### config.mk
export PLATFORM = sky130hd
export DESIGN_NAME = iomc_central
export DESIGN_NICKNAME = d
export VERILOG_FILES = /design/src/iomc_pkg.sv /design/src/iomc_central.sv /design/src/iomc_spad.sv
export SDC_FILE = /design/constraint.sdc
export NUM_CORES = 2
export LEC_CHECK = 0
export ABC_AREA = 1
export BUFFER_PORTS_ARGS = -buffer_cell sky130_fd_sc_hd__buf_2
export CORE_ASPECT_RATIO = 0.5
export CORE_UTILIZATION = 65
export DETAILED_ROUTE_END_ITERATION = 16
export PLACE_DENSITY_LB_ADDON = 0.08
export SLEW_MARGIN = 0
export SYNTH_ARGS = -nofsm -noshare
export SYNTH_HDL_FRONTEND = slang
export SYNTH_SLANG_ARGS = --single-unit
### constraint.sdc
create_clock -name sys_clk -period 8.9 [get_ports sys_clk]
set_input_delay 0.89 -clock sys_clk [delete_from_list [all_inputs] [get_ports sys_clk]]
set_output_delay 0.89 -clock sys_clk [all_outputs]
set_load 0.01 [all_outputs]
### src/iomc_pkg.sv
// iomc_pkg: constants, codes and carrier types of the i/o multiplexer central logic
// assumes one 25 MHz clock domain and 36-bit storage words
package iomc_pkg;

    // ------------------------------------------------------------
    // widths
    // ------------------------------------------------------------
    localparam int W          = 36;   // storage word
    localparam int AW         = 18;   // storage address
    localparam int CHW        = 3;    // channel number
    localparam int CW         = 12;   // data control word count field
    localparam int SPAD_DEPTH = 8;    // one control word per channel

    // ------------------------------------------------------------
    // data control word layout
    // ------------------------------------------------------------
    localparam int DCW_REL_LSB  = 0;
    localparam int DCW_CNT_LSB  = 18;
    localparam int DCW_LAST_BIT = 35;  // set on the final word of a list

    // ------------------------------------------------------------
    // bootload store and reset values
    // ------------------------------------------------------------
    localparam logic [3:0]    BOOT_WORDS = 4'hA;
    localparam logic [AW-1:0] BOOT_BASE  = 18'h0_0000;
    localparam logic [W-1:0]  BOOT_TAG   = 36'h7_0000_0000;  // arbitrary image pattern
    localparam logic [AW-1:0] RST_LO     = 18'h0_0000;
    localparam logic [AW-1:0] RST_HI     = 18'h3_FFFF;
    localparam logic [1:0]    RST_BUFN   = 2'h0;
    localparam logic [1:0]    BUF_FULL   = 2'h2;

    // ------------------------------------------------------------
    // instruction, service and interrupt codes
    // ------------------------------------------------------------
    typedef enum logic [2:0] {
        OP_CONNECT, OP_LIMITS, OP_START, OP_WRAP,
        OP_SNAP, OP_SPAD_RD, OP_SPAD_WR, OP_STATUS
    } iomc_op_t;

    localparam logic [1:0] WRAP_SET   = 2'h0;  // data register from instruction
    localparam logic [1:0] WRAP_STORE = 2'h1;  // data register to storage
    localparam logic [1:0] WRAP_LOAD  = 2'h2;  // storage to data register

    typedef enum logic [2:0] {
        INT_DONE, INT_SPECIAL, INT_USER_FAULT, INT_SYS_FAULT, INT_COMM
    } iomc_icode_t;

    // ------------------------------------------------------------
    // carriers
    // ------------------------------------------------------------
    typedef struct packed {
        logic           valid;
        iomc_op_t       op;
        logic [1:0]     svc;
        logic [CHW-1:0] chan;
        logic [AW-1:0]  addr;
        logic [W-1:0]   data;
    } iomc_cmd_t;

    typedef struct packed {
        logic         valid;
        logic [W-1:0] data;
    } iomc_rsp_t;

    typedef struct packed {
        logic          valid;
        logic          wr;
        logic [AW-1:0] addr;
        logic [W-1:0]  data;
    } iomc_mreq_t;

    typedef struct packed {
        logic           valid;
        iomc_icode_t    code;
        logic [CHW-1:0] chan;
    } iomc_intr_t;

    typedef struct packed {
        logic           valid;
        logic [CHW-1:0] chan;
        logic [W-1:0]   data;
    } iomc_conn_t;

endpackage : iomc_pkg

### src/iomc_central.sv
// iomc_central: storage service sequencer of the i/o multiplexer with its special channels
// assumes a storage port that holds one cycle open until memAck, and a
// transfer partner on the same clock; switch and fault lines are asynchronous
`timescale 1ns/1ps
// Function
// - ten-word nondestructive bootload store as channel
// - bootload writes control words and vectors
// - connect delivers start instruction to channel
// - hardware or system software faults reported
// - user faults reported through affected channel
// - wraparound performs service for named channel
// - wraparound data and status registers
// - snapshot captures internal signals on event
// - software reads and writes any scratchpad word
// - gather on writes, scatter on reads
// - list finished raises program interrupt
// - absolute start is lower limit plus relative
// - start plus count checked against upper
// - failed limit check abandons to fault
// - interrupt on done, special, fault
// - interrupt by setting controller cell
// - comm processor request becomes processor interrupt
// - one storage cycle at a time
// - channel control words kept in scratchpad
module iomc_central
    import iomc_pkg::*;
(
    input  wire logic           sys_clk,     // 25 MHz system clock
    input  wire logic           reset,       // synchronous, active high
    input  wire logic           clkEn,       // freezes all state when low
    input  wire logic           bootPin,     // bootload switch, asynchronous
    input  wire logic           sysFaultPin, // hardware fault line, asynchronous
    input  wire logic           commIrqPin,  // comm processor request, asynchronous
    input  wire iomc_cmd_t      cmd,         // software instruction
    output logic                cmdReady,    // instruction taken when high with valid
    output iomc_rsp_t           rsp,         // answer to a read instruction
    output iomc_mreq_t          memReq,      // storage cycle request
    input  wire logic           memAck,      // storage cycle complete
    input  wire logic [W-1:0]   memRdata,    // read data, valid with memAck
    output iomc_intr_t          intr,        // interrupt cell set pulse
    output iomc_conn_t          conn,        // connect instruction pulse
    input  wire logic           specialEv,   // peripheral special condition pulse
    input  wire logic [CHW-1:0] specialChan, // channel of that condition
    input  wire logic           inValid,     // scatter word offered
    input  wire logic [W-1:0]   inData,      // scatter word
    output logic                inReady,     // scatter word taken
    output logic                outValid,    // gather word offered
    output logic [W-1:0]        outData,     // gather word
    input  wire logic           outReady,    // gather word taken
    output logic                busy         // sequencer not idle
);
    // ------------------------------------------------------------
    // types and helpers
    // ------------------------------------------------------------
    typedef enum logic [2:0] {
        S_IDLE, S_BOOT, S_FETCH, S_XFER, S_WRAP, S_SPAD
    } iomc_state_t;

    // absolute address: lower limit plus relative, with carry
    function automatic logic [AW:0] absAddr(input logic [AW-1:0] lo, input logic [AW-1:0] rel);
        absAddr = {1'b0, lo} + {1'b0, rel};
    endfunction : absAddr

    // limit check; upper limit is one past the last address a block may use
    function automatic logic limFail(input logic [AW:0] a, input logic [CW-1:0] n,
                                     input logic [AW-1:0] lo, input logic [AW-1:0] hi);
        logic [AW:0] e;
        e = a + {{(AW+1-CW){1'b0}}, n};
        limFail = a[AW] || (a[AW-1:0] < lo) || (e > {1'b0, hi});
    endfunction : limFail

    // ------------------------------------------------------------
    // state
    // ------------------------------------------------------------
    iomc_state_t    st_q, st_d;
    logic [2:0]     bootSy_q, faultSy_q, commSy_q;     // two-flop sync plus edge stage
    logic           bootPend_q, bootPend_d;
    logic           cmdRdy_q, cmdRdy_d;
    iomc_rsp_t      rsp_q, rsp_d;
    iomc_mreq_t     memReq_q, memReq_d;
    iomc_intr_t     intr_q, intr_d;
    iomc_conn_t     conn_q, conn_d;
    logic [AW-1:0]  lo_q, lo_d, hi_q, hi_d, ptr_q, ptr_d, addr_q, addr_d;
    logic [CW-1:0]  cnt_q, cnt_d;
    logic [CHW-1:0] chan_q, chan_d;
    logic           last_q, last_d, dirWr_q, dirWr_d;
    logic [3:0]     idx_q, idx_d;
    logic [1:0]     svc_q, svc_d;
    logic [W-1:0]   wrapData_q, wrapData_d, wrapStat_q, wrapStat_d, snap_q, snap_d;
    logic [1:0]     snapSel_q, snapSel_d;
    logic           snapArm_q, snapArm_d;
    logic           pSys_q, pSys_d, pUsr_q, pUsr_d, pDone_q, pDone_d;
    logic           pSpec_q, pSpec_d, pComm_q, pComm_d;
    logic [CHW-1:0] cUsr_q, cUsr_d, cDone_q, cDone_d, cSpec_q, cSpec_d;
    logic [W-1:0]   buf_q [2];
    logic [W-1:0]   buf_d [2];
    logic [1:0]     bufN_q, bufN_d;
    logic           outV_q, outV_d, inRdy_q, inRdy_d, busy_q;

    // ------------------------------------------------------------
    // scratchpad
    // ------------------------------------------------------------
    logic           spWe;
    logic [CHW-1:0] spAddr;
    logic [W-1:0]   spWdata, spRdata;

    iomc_spad u_spad (
        .sys_clk (sys_clk),
        .clkEn   (clkEn),
        .we      (spWe),
        .addr    (spAddr),
        .wdata   (spWdata),
        .rdata   (spRdata)
    );

    // ------------------------------------------------------------
    // next state
    // ------------------------------------------------------------
    logic        memDone, take, push, pop, bootEdge, faultEdge, commEdge;
    logic [3:0]  ev;
    logic [AW:0] a;

    always_comb begin
        st_d = st_q;  bootPend_d = bootPend_q;  rsp_d = '0;  conn_d = '0;  intr_d = '0;
        memReq_d = memReq_q;  lo_d = lo_q;  hi_d = hi_q;  ptr_d = ptr_q;  addr_d = addr_q;
        cnt_d = cnt_q;  chan_d = chan_q;  last_d = last_q;  dirWr_d = dirWr_q;
        idx_d = idx_q;  svc_d = svc_q;  wrapData_d = wrapData_q;  wrapStat_d = wrapStat_q;
        snap_d = snap_q;  snapSel_d = snapSel_q;  snapArm_d = snapArm_q;
        pSys_d = pSys_q;  pUsr_d = pUsr_q;  pDone_d = pDone_q;  pSpec_d = pSpec_q;
        pComm_d = pComm_q;  cUsr_d = cUsr_q;  cDone_d = cDone_q;  cSpec_d = cSpec_q;
        spWe = 1'b0;  spAddr = cmd.chan;  spWdata = cmd.data;
        push = 1'b0;  ev = '0;  a = '0;
        bootEdge  = bootSy_q[1] & ~bootSy_q[2];
        faultEdge = faultSy_q[1] & ~faultSy_q[2];
        commEdge  = commSy_q[1] & ~commSy_q[2];
        take = cmd.valid & cmdRdy_q;
        memDone = memReq_q.valid & memAck;
        if (memDone) begin
            memReq_d.valid = 1'b0;
        end
        if (bootEdge) begin
            bootPend_d = 1'b1;
        end

        case (st_q)
            S_IDLE: begin
                if (take) begin
                    case (cmd.op)
                        OP_CONNECT: conn_d = '{valid: 1'b1, chan: cmd.chan, data: cmd.data};
                        OP_LIMITS: begin
                            lo_d = cmd.addr;
                            hi_d = cmd.data[AW-1:0];
                        end
                        OP_START: begin
                            chan_d  = cmd.chan;
                            ptr_d   = cmd.addr;
                            dirWr_d = cmd.svc[0];
                            spWe    = 1'b1;
                            spWdata = W'(cmd.addr);
                            st_d    = S_FETCH;
                        end
                        // service on behalf of named channel
                        OP_WRAP: begin
                            chan_d = cmd.chan;
                            svc_d  = cmd.svc;
                            a      = absAddr(lo_q, cmd.addr);
                            if (cmd.svc == WRAP_SET) begin
                                wrapData_d = cmd.data;
                                wrapStat_d = W'({cmd.chan, cmd.svc, 1'b0});
                            end else if (limFail(a, CW'(1), lo_q, hi_q)) begin
                                wrapStat_d = W'({cmd.chan, cmd.svc, 1'b1});
                                pUsr_d     = 1'b1;
                                cUsr_d     = cmd.chan;
                                ev[1]      = 1'b1;
                            end else begin
                                memReq_d = '{valid: 1'b1, wr: cmd.svc == WRAP_STORE,
                                             addr: a[AW-1:0], data: wrapData_q};
                                st_d     = S_WRAP;
                            end
                        end
                        OP_SNAP: begin
                            snapSel_d = cmd.svc;
                            snapArm_d = 1'b1;
                        end
                        OP_SPAD_RD: st_d = S_SPAD;
                        OP_SPAD_WR: spWe = 1'b1;
                        OP_STATUS: begin
                            rsp_d.valid = 1'b1;
                            rsp_d.data  = cmd.svc[1] ? snap_q :
                                          (cmd.svc[0] ? wrapStat_q : wrapData_q);
                        end
                        default: st_d = S_IDLE;
                    endcase
                end else if (bootPend_q) begin
                    bootPend_d = 1'b0;
                    idx_d      = '0;
                    st_d       = S_BOOT;
                end
            end
            // copy the fixed store into main storage
            S_BOOT: begin
                if (memDone) begin
                    idx_d = idx_q + 4'h1;
                    if (idx_q == BOOT_WORDS - 4'h1) begin
                        st_d = S_IDLE;
                    end
                end else if (!memReq_q.valid) begin
                    memReq_d = '{valid: 1'b1, wr: 1'b1, addr: BOOT_BASE + AW'(idx_q),
                                 data: BOOT_TAG | W'(idx_q)};
                end
            end
            S_FETCH: begin
                if (memDone) begin
                    a      = absAddr(lo_q, memRdata[DCW_REL_LSB +: AW]);
                    cnt_d  = memRdata[DCW_CNT_LSB +: CW];
                    last_d = memRdata[DCW_LAST_BIT];
                    addr_d = a[AW-1:0];
                    ev[2]  = 1'b1;
                    if (limFail(a, memRdata[DCW_CNT_LSB +: CW], lo_q, hi_q)) begin
                        pUsr_d = 1'b1;
                        cUsr_d = chan_q;
                        ev[1]  = 1'b1;
                        st_d   = S_IDLE;
                    end else begin
                        st_d = S_XFER;
                    end
                end else if (!memReq_q.valid) begin
                    memReq_d = '{valid: 1'b1, wr: 1'b0, addr: ptr_q, data: '0};
                end
            end
            // gather to peripheral or scatter from it
            S_XFER: begin
                if (memDone) begin
                    push   = ~dirWr_q ? 1'b0 : 1'b1;
                    addr_d = addr_q + AW'(1);
                    cnt_d  = cnt_q - CW'(1);
                    ev[3]  = 1'b1;
                end else if (memReq_q.valid) begin
                    st_d = S_XFER;
                end else if (cnt_q == '0) begin
                    if (last_q) begin
                        pDone_d = 1'b1;
                        cDone_d = chan_q;
                        st_d    = S_IDLE;
                    end else begin
                        ptr_d   = ptr_q + AW'(1);
                        spWe    = 1'b1;
                        spAddr  = chan_q;
                        spWdata = W'(ptr_q + AW'(1));
                        st_d    = S_FETCH;
                    end
                end else if (dirWr_q && bufN_q != BUF_FULL) begin
                    memReq_d = '{valid: 1'b1, wr: 1'b0, addr: addr_q, data: '0};
                end else if (!dirWr_q && inValid && inRdy_q) begin
                    memReq_d = '{valid: 1'b1, wr: 1'b1, addr: addr_q, data: inData};
                end
            end
            S_WRAP: begin
                if (memDone) begin
                    if (svc_q == WRAP_LOAD) begin
                        wrapData_d = memRdata;
                    end
                    wrapStat_d = W'({chan_q, svc_q, 1'b0});
                    st_d       = S_IDLE;
                end
            end
            S_SPAD: begin
                rsp_d = '{valid: 1'b1, data: spRdata};
                st_d  = S_IDLE;
            end
            default: st_d = S_IDLE;
        endcase

        // two-entry gather buffer; the sequencer stalls while it is full
        pop      = outV_q & outReady;
        buf_d[0] = buf_q[0];
        buf_d[1] = buf_q[1];
        bufN_d   = bufN_q;
        if (pop) begin
            buf_d[0] = buf_q[1];
            bufN_d   = bufN_d - 2'h1;
        end
        if (push) begin
            buf_d[bufN_d[0]] = memRdata;
            bufN_d           = bufN_d + 2'h1;
        end
        outV_d  = bufN_d != RST_BUFN;
        inRdy_d = (st_d == S_XFER) && !dirWr_d && !memReq_d.valid && (cnt_d != '0);

        // one cell set per cycle, faults first; a new event beats its clear
        if (pSys_q) begin
            intr_d = '{valid: 1'b1, code: INT_SYS_FAULT, chan: '0};
            pSys_d = 1'b0;
        end else if (pUsr_q) begin
            intr_d = '{valid: 1'b1, code: INT_USER_FAULT, chan: cUsr_q};
            pUsr_d = pUsr_d & ev[1];
        end else if (pDone_q) begin
            intr_d  = '{valid: 1'b1, code: INT_DONE, chan: cDone_q};
            pDone_d = pDone_d & (st_q == S_XFER) & (st_d == S_IDLE);
        end else if (pSpec_q) begin
            intr_d  = '{valid: 1'b1, code: INT_SPECIAL, chan: cSpec_q};
            pSpec_d = 1'b0;
        end else if (pComm_q) begin
            intr_d  = '{valid: 1'b1, code: INT_COMM, chan: '0};
            pComm_d = 1'b0;
        end
        // system fault; comm request; special condition
        pSys_d  = pSys_d | faultEdge;
        pSpec_d = pSpec_d | specialEv;
        pComm_d = pComm_d | commEdge;
        if (specialEv) begin
            cSpec_d = specialChan;
        end
        ev[0] = intr_d.valid;
        ev[1] = ev[1] | faultEdge;  // snapshot only; must not hold a user fault pending

        // snapshot of sequencer state, channel and address
        if (snapArm_q && ev[snapSel_q]) begin
            snap_d    = W'({3'(st_q), chan_q, addr_q});
            snapArm_d = take && (cmd.op == OP_SNAP);  // a fresh arm wins over the fire
        end
        cmdRdy_d = (st_d == S_IDLE) && !take && !bootPend_d;
    end

    // ------------------------------------------------------------
    // registers
    // ------------------------------------------------------------
    always_ff @(posedge sys_clk) begin
        if (reset) begin
            st_q <= S_IDLE;  bootSy_q <= '0;  faultSy_q <= '0;  commSy_q <= '0;
            bootPend_q <= 1'b0;  cmdRdy_q <= 1'b0;  rsp_q <= '0;  memReq_q <= '0;
            intr_q <= '0;  conn_q <= '0;  lo_q <= RST_LO;  hi_q <= RST_HI;
            ptr_q <= '0;  addr_q <= '0;  cnt_q <= '0;  chan_q <= '0;  last_q <= 1'b0;
            dirWr_q <= 1'b0;  idx_q <= '0;  svc_q <= '0;  wrapData_q <= '0;
            wrapStat_q <= '0;  snap_q <= '0;  snapSel_q <= '0;  snapArm_q <= 1'b0;
            pSys_q <= 1'b0;  pUsr_q <= 1'b0;  pDone_q <= 1'b0;  pSpec_q <= 1'b0;
            pComm_q <= 1'b0;  cUsr_q <= '0;  cDone_q <= '0;  cSpec_q <= '0;
            buf_q[0] <= '0;  buf_q[1] <= '0;  bufN_q <= RST_BUFN;
            outV_q <= 1'b0;  inRdy_q <= 1'b0;  busy_q <= 1'b0;
        end else if (clkEn) begin
            st_q <= st_d;  bootPend_q <= bootPend_d;  cmdRdy_q <= cmdRdy_d;
            bootSy_q  <= {bootSy_q[1:0], bootPin};
            faultSy_q <= {faultSy_q[1:0], sysFaultPin};
            commSy_q  <= {commSy_q[1:0], commIrqPin};
            rsp_q <= rsp_d;  memReq_q <= memReq_d;  intr_q <= intr_d;  conn_q <= conn_d;
            lo_q <= lo_d;  hi_q <= hi_d;  ptr_q <= ptr_d;  addr_q <= addr_d;
            cnt_q <= cnt_d;  chan_q <= chan_d;  last_q <= last_d;  dirWr_q <= dirWr_d;
            idx_q <= idx_d;  svc_q <= svc_d;  wrapData_q <= wrapData_d;
            wrapStat_q <= wrapStat_d;  snap_q <= snap_d;  snapSel_q <= snapSel_d;
            snapArm_q <= snapArm_d;  pSys_q <= pSys_d;  pUsr_q <= pUsr_d;
            pDone_q <= pDone_d;  pSpec_q <= pSpec_d;  pComm_q <= pComm_d;
            cUsr_q <= cUsr_d;  cDone_q <= cDone_d;  cSpec_q <= cSpec_d;
            buf_q[0] <= buf_d[0];  buf_q[1] <= buf_d[1];  bufN_q <= bufN_d;
            outV_q <= outV_d;  inRdy_q <= inRdy_d;  busy_q <= st_d != S_IDLE;
        end
    end

    // outputs straight from registers
    assign cmdReady = cmdRdy_q;
    assign rsp      = rsp_q;
    assign memReq   = memReq_q;
    assign intr     = intr_q;
    assign conn     = conn_q;
    assign inReady  = inRdy_q;
    assign outValid = outV_q;
    assign outData  = buf_q[0];
    assign busy     = busy_q;
endmodule : iomc_central

### src/iomc_spad.sv
// iomc_spad: control-word scratchpad, one word per channel, registered read data
// assumes a single port shared by the central sequencer and software access
`timescale 1ns/1ps
module iomc_spad
    import iomc_pkg::*;
(
    input  wire logic           sys_clk, // system clock
    input  wire logic           clkEn,   // freezes the store when low
    input  wire logic           we,      // write strobe
    input  wire logic [CHW-1:0] addr,    // word select
    input  wire logic [W-1:0]   wdata,   // write data
    output logic      [W-1:0]   rdata    // read data, one cycle after addr
);
    logic [W-1:0] mem [SPAD_DEPTH];

    // read-before-write single port; contents are not reset
    always_ff @(posedge sys_clk) begin
        if (clkEn) begin
            if (we) begin
                mem[addr] <= wdata;
            end
            rdata <= mem[addr];
        end
    end
endmodule : iomc_spad

==> results.toml <==
[worst_setup_path]
cp_slowest_cell = "nand2_2"
cp_slowest_stage_delay_ps = 650
critPathTopFamily = "simple AND/OR/NAND/NOR gates"
end_kind = "register"
crit_top_cell = "nand2_1"
critical_path_buf_inv_count = 6
critPathMaxFanout = 48
r2r_setup_slack_ps = 2460
crit_type = "register to register"
worstPathRequired_ps = 9450
crit_arrival_ps = 6990
cp-start-kind = "register"

[sta]
hold_ws_ps = 444.5
finalCriticalPeriod_ps = 6439
hold_viol = 0
slew_headroom = 0.05559
rsz0062_at_grt = "false"
timing.fmax_ghz = 0.1553
drv_slew = 0
post-route-period-util = 0.7235
fin_setup_tns_ps = 0
worst_slew_pin_slew_ps = 1417
setup_viol = 0
worst_clock_skew_ps = 42.17

[drt]
wl_um = 125100
drtAntennaViolNets = 0
viasPerCell = 6.358
wire_per_inst_um = 23.90
num_vias = 33273
dr.pass1.iters = 6
drcViolationCount = 0
drtIter0Drc = 5321

[placement]
place_hpwl_um = 86330
portBuffers = 327
dp_cells = 5113
gp_congestion = 1.050

[logic_synthesis]
synth_top_area_frac = 0.3262
synth-seq-cells = 733
synth_cells = 4244
syn_area_sq_um = 36450
yosys_warnings = 0
synth_compound_area_frac = 0.1712
synth_top_cells_by_area = "edfxtp_1, dfxtp_1, nand2_1"
seq_area_frac_synth = 0.5113
async_reset_ff_frac = 0
yosysTopAreaCell = "edfxtp_1"
synth.distinct_cells = 57
post_synth_xor_area_fraction = 0.01534
avgSynthCellArea_sq_um = 8.589
synthAdderAreaFrac = 0.04524
synth_nets = 4522
synth_simple_gate_area_share = 0.1752
synthMuxAreaShare = 0
synth_top_family_by_area = "simple AND/OR/NAND/NOR gates"
synth_ff_type = "edfxtp_1"
synth-edff-count = 396

[min_path]
hp-class = "input pin to register"

[cts]
cts_hold_buf = 0
clk_latency_ps = 660
cts_resized = 0
clkTransAtPathRegs_ps = 70
h-tree-depth = 2
clk_path_buf_depth = 3
post_cts_buffers = 0
cts_tree = "done"
clkSinkCount = 733
numCtsBuffers = 61
clock-root-buffer = "clkbuf_16"

[run]
maxCapViolCount = 0

[grt]
grt_use_total = 0.4278
grt_first_pass_wirelength_um = 183100
antenna_found_initial = 8
grt_start_max_net_pins = 93
gr-total-overflow = 0
grt_pass1_vias = 30251

[layout]
nFillCells = 4050
fin_nets = 4710
final_cell_mix = "nand2_1, nor2_1, inv_1, edfxtp_1, o21ai_0"
syn_to_final_growth_pct = 10.90
fin_cells = 5233
postLayoutCoreUtil = 0.7406
drive_gt1_frac = 0.1231
final_common_cell = "nand2_1"

[power]
p_leak_nw = 16.52
p_per_area_nw_per_um2 = 175.9
ir_drop_v = 0.0001941
power.total_mw = 7.108

[floorplan]
die_area_sq_um = 57090
initial_core_util = 0.6679
die_h_um = 169.4
core_sq_um = 54580
rows = 60
pin_count = 328
fp.dieW_um = 336.9

[run_status]
outcome = "finished clean"
==> layer usage <==
metal / routed length (um) / vias up / GRT usage / part of all wire
met4: 4679 / 6 / 0.1482 / 0.037
met5: 36 / - / 0 / 0.00029
li1: - / 14875 / - / -
met1: 48310 / 15765 / 0.5995 / 0.39
met3: 18290 / 345 / 0.1283 / 0.15
met2: 53750 / 2282 / 0.6313 / 0.43
==> power breakdown <==
| part | internal, mW | switching [mW] | leakage (nW) | total (mW) |
|---|---|---|---|---|
| clock network | 1.54 | 1.31 | 1.05 | 2.85 |
| logic | 0.164 | 0.459 | 9.04 | 0.624 |
| registers | 3.61 | 0.0270 | 6.43 | 3.64 |
==> kinds of logic (layout without fill, tap and decap cells) <==
family / Yosys count / after routing
AND/OR/NAND/NOR: 1552 / 1552
adder cells (fa/ha/maj): 130 / 130
AO/OA/AOI/OAI: 1037 / 1037
buffers and inverters: 729 / 970
other: 0 / 4
XOR/XNOR: 63 / 63
flip-flops: 733 / 733
==> stage by stage <==
stage	area [sq um]	setup WS [ps]
after floorplan	36450	3636
after global placement	38300	2282
after detailed placement	38300	2115
after CTS	40410	2687
after global routing	40420	1990
final	40420	2461
==> cell usage after synthesis, types with 16 or more instances <==
master     instances
a211oi_1          84
a21oi_1          255
a221oi_1          26
a22oi_1           25
a311oi_1          25
a31oi_1           25
buf_2             30
buf_4             51
clkbuf_1         161
dfxtp_1          337
edfxtp_1         396
ha_1             127
inv_1            466
nand2_1          806
nand2_2           20
nand3_1           95
nand4_1           52
nor2_1           502
nor3_1            34
o2111ai_1         37
o211ai_1          29
o21ai_0          379
o21ai_1           16
o221ai_1          30
o22ai_1           66
xor2_1            55
==> cell type report <==
cell class | count | area [sq um] | area share
Antenna cell | 4 | 10.01 | 0.0002476
Clock buffer | 82 | 1709 | 0.04228
Clock inverter | 34 | 397.9 | 0.009843
Inverter | 484 | 1817 | 0.04495
Multi-Input combinational cell | 2782 | 14960 | 0.3700
Sequential cell | 733 | 18640 | 0.4611
Tap cell | 744 | 930.9 | 0.02303
Timing Repair Buffer | 370 | 1962 | 0.04854
==> sequential cells by signal (all words and copies together) (netlist names), 24 cells and up <==
name	flops
u_spad.mem	288
buf_q	72
memReq	56
conn	40
rsp	37
u_spad.rdata	36
wrapData_q	36
snap_q	24
==> final timing paths <==
kind                                    end  cells past startpoint      from
worst max-delay path                inReady                     33   lo_q[0]
worst min-delay path            bootSy_q[0]                      3   bootPin
worst max register to register      inReady                     33   lo_q[0]
worst min register to register     svc_q[1]                      2  svc_q[1]
==> worst min-delay path, cell delays in order <==
cell,delay [ps]
buf_2,70
nand2_1,40
o21ai_0,60
Power figures use the tool's default switching activity.
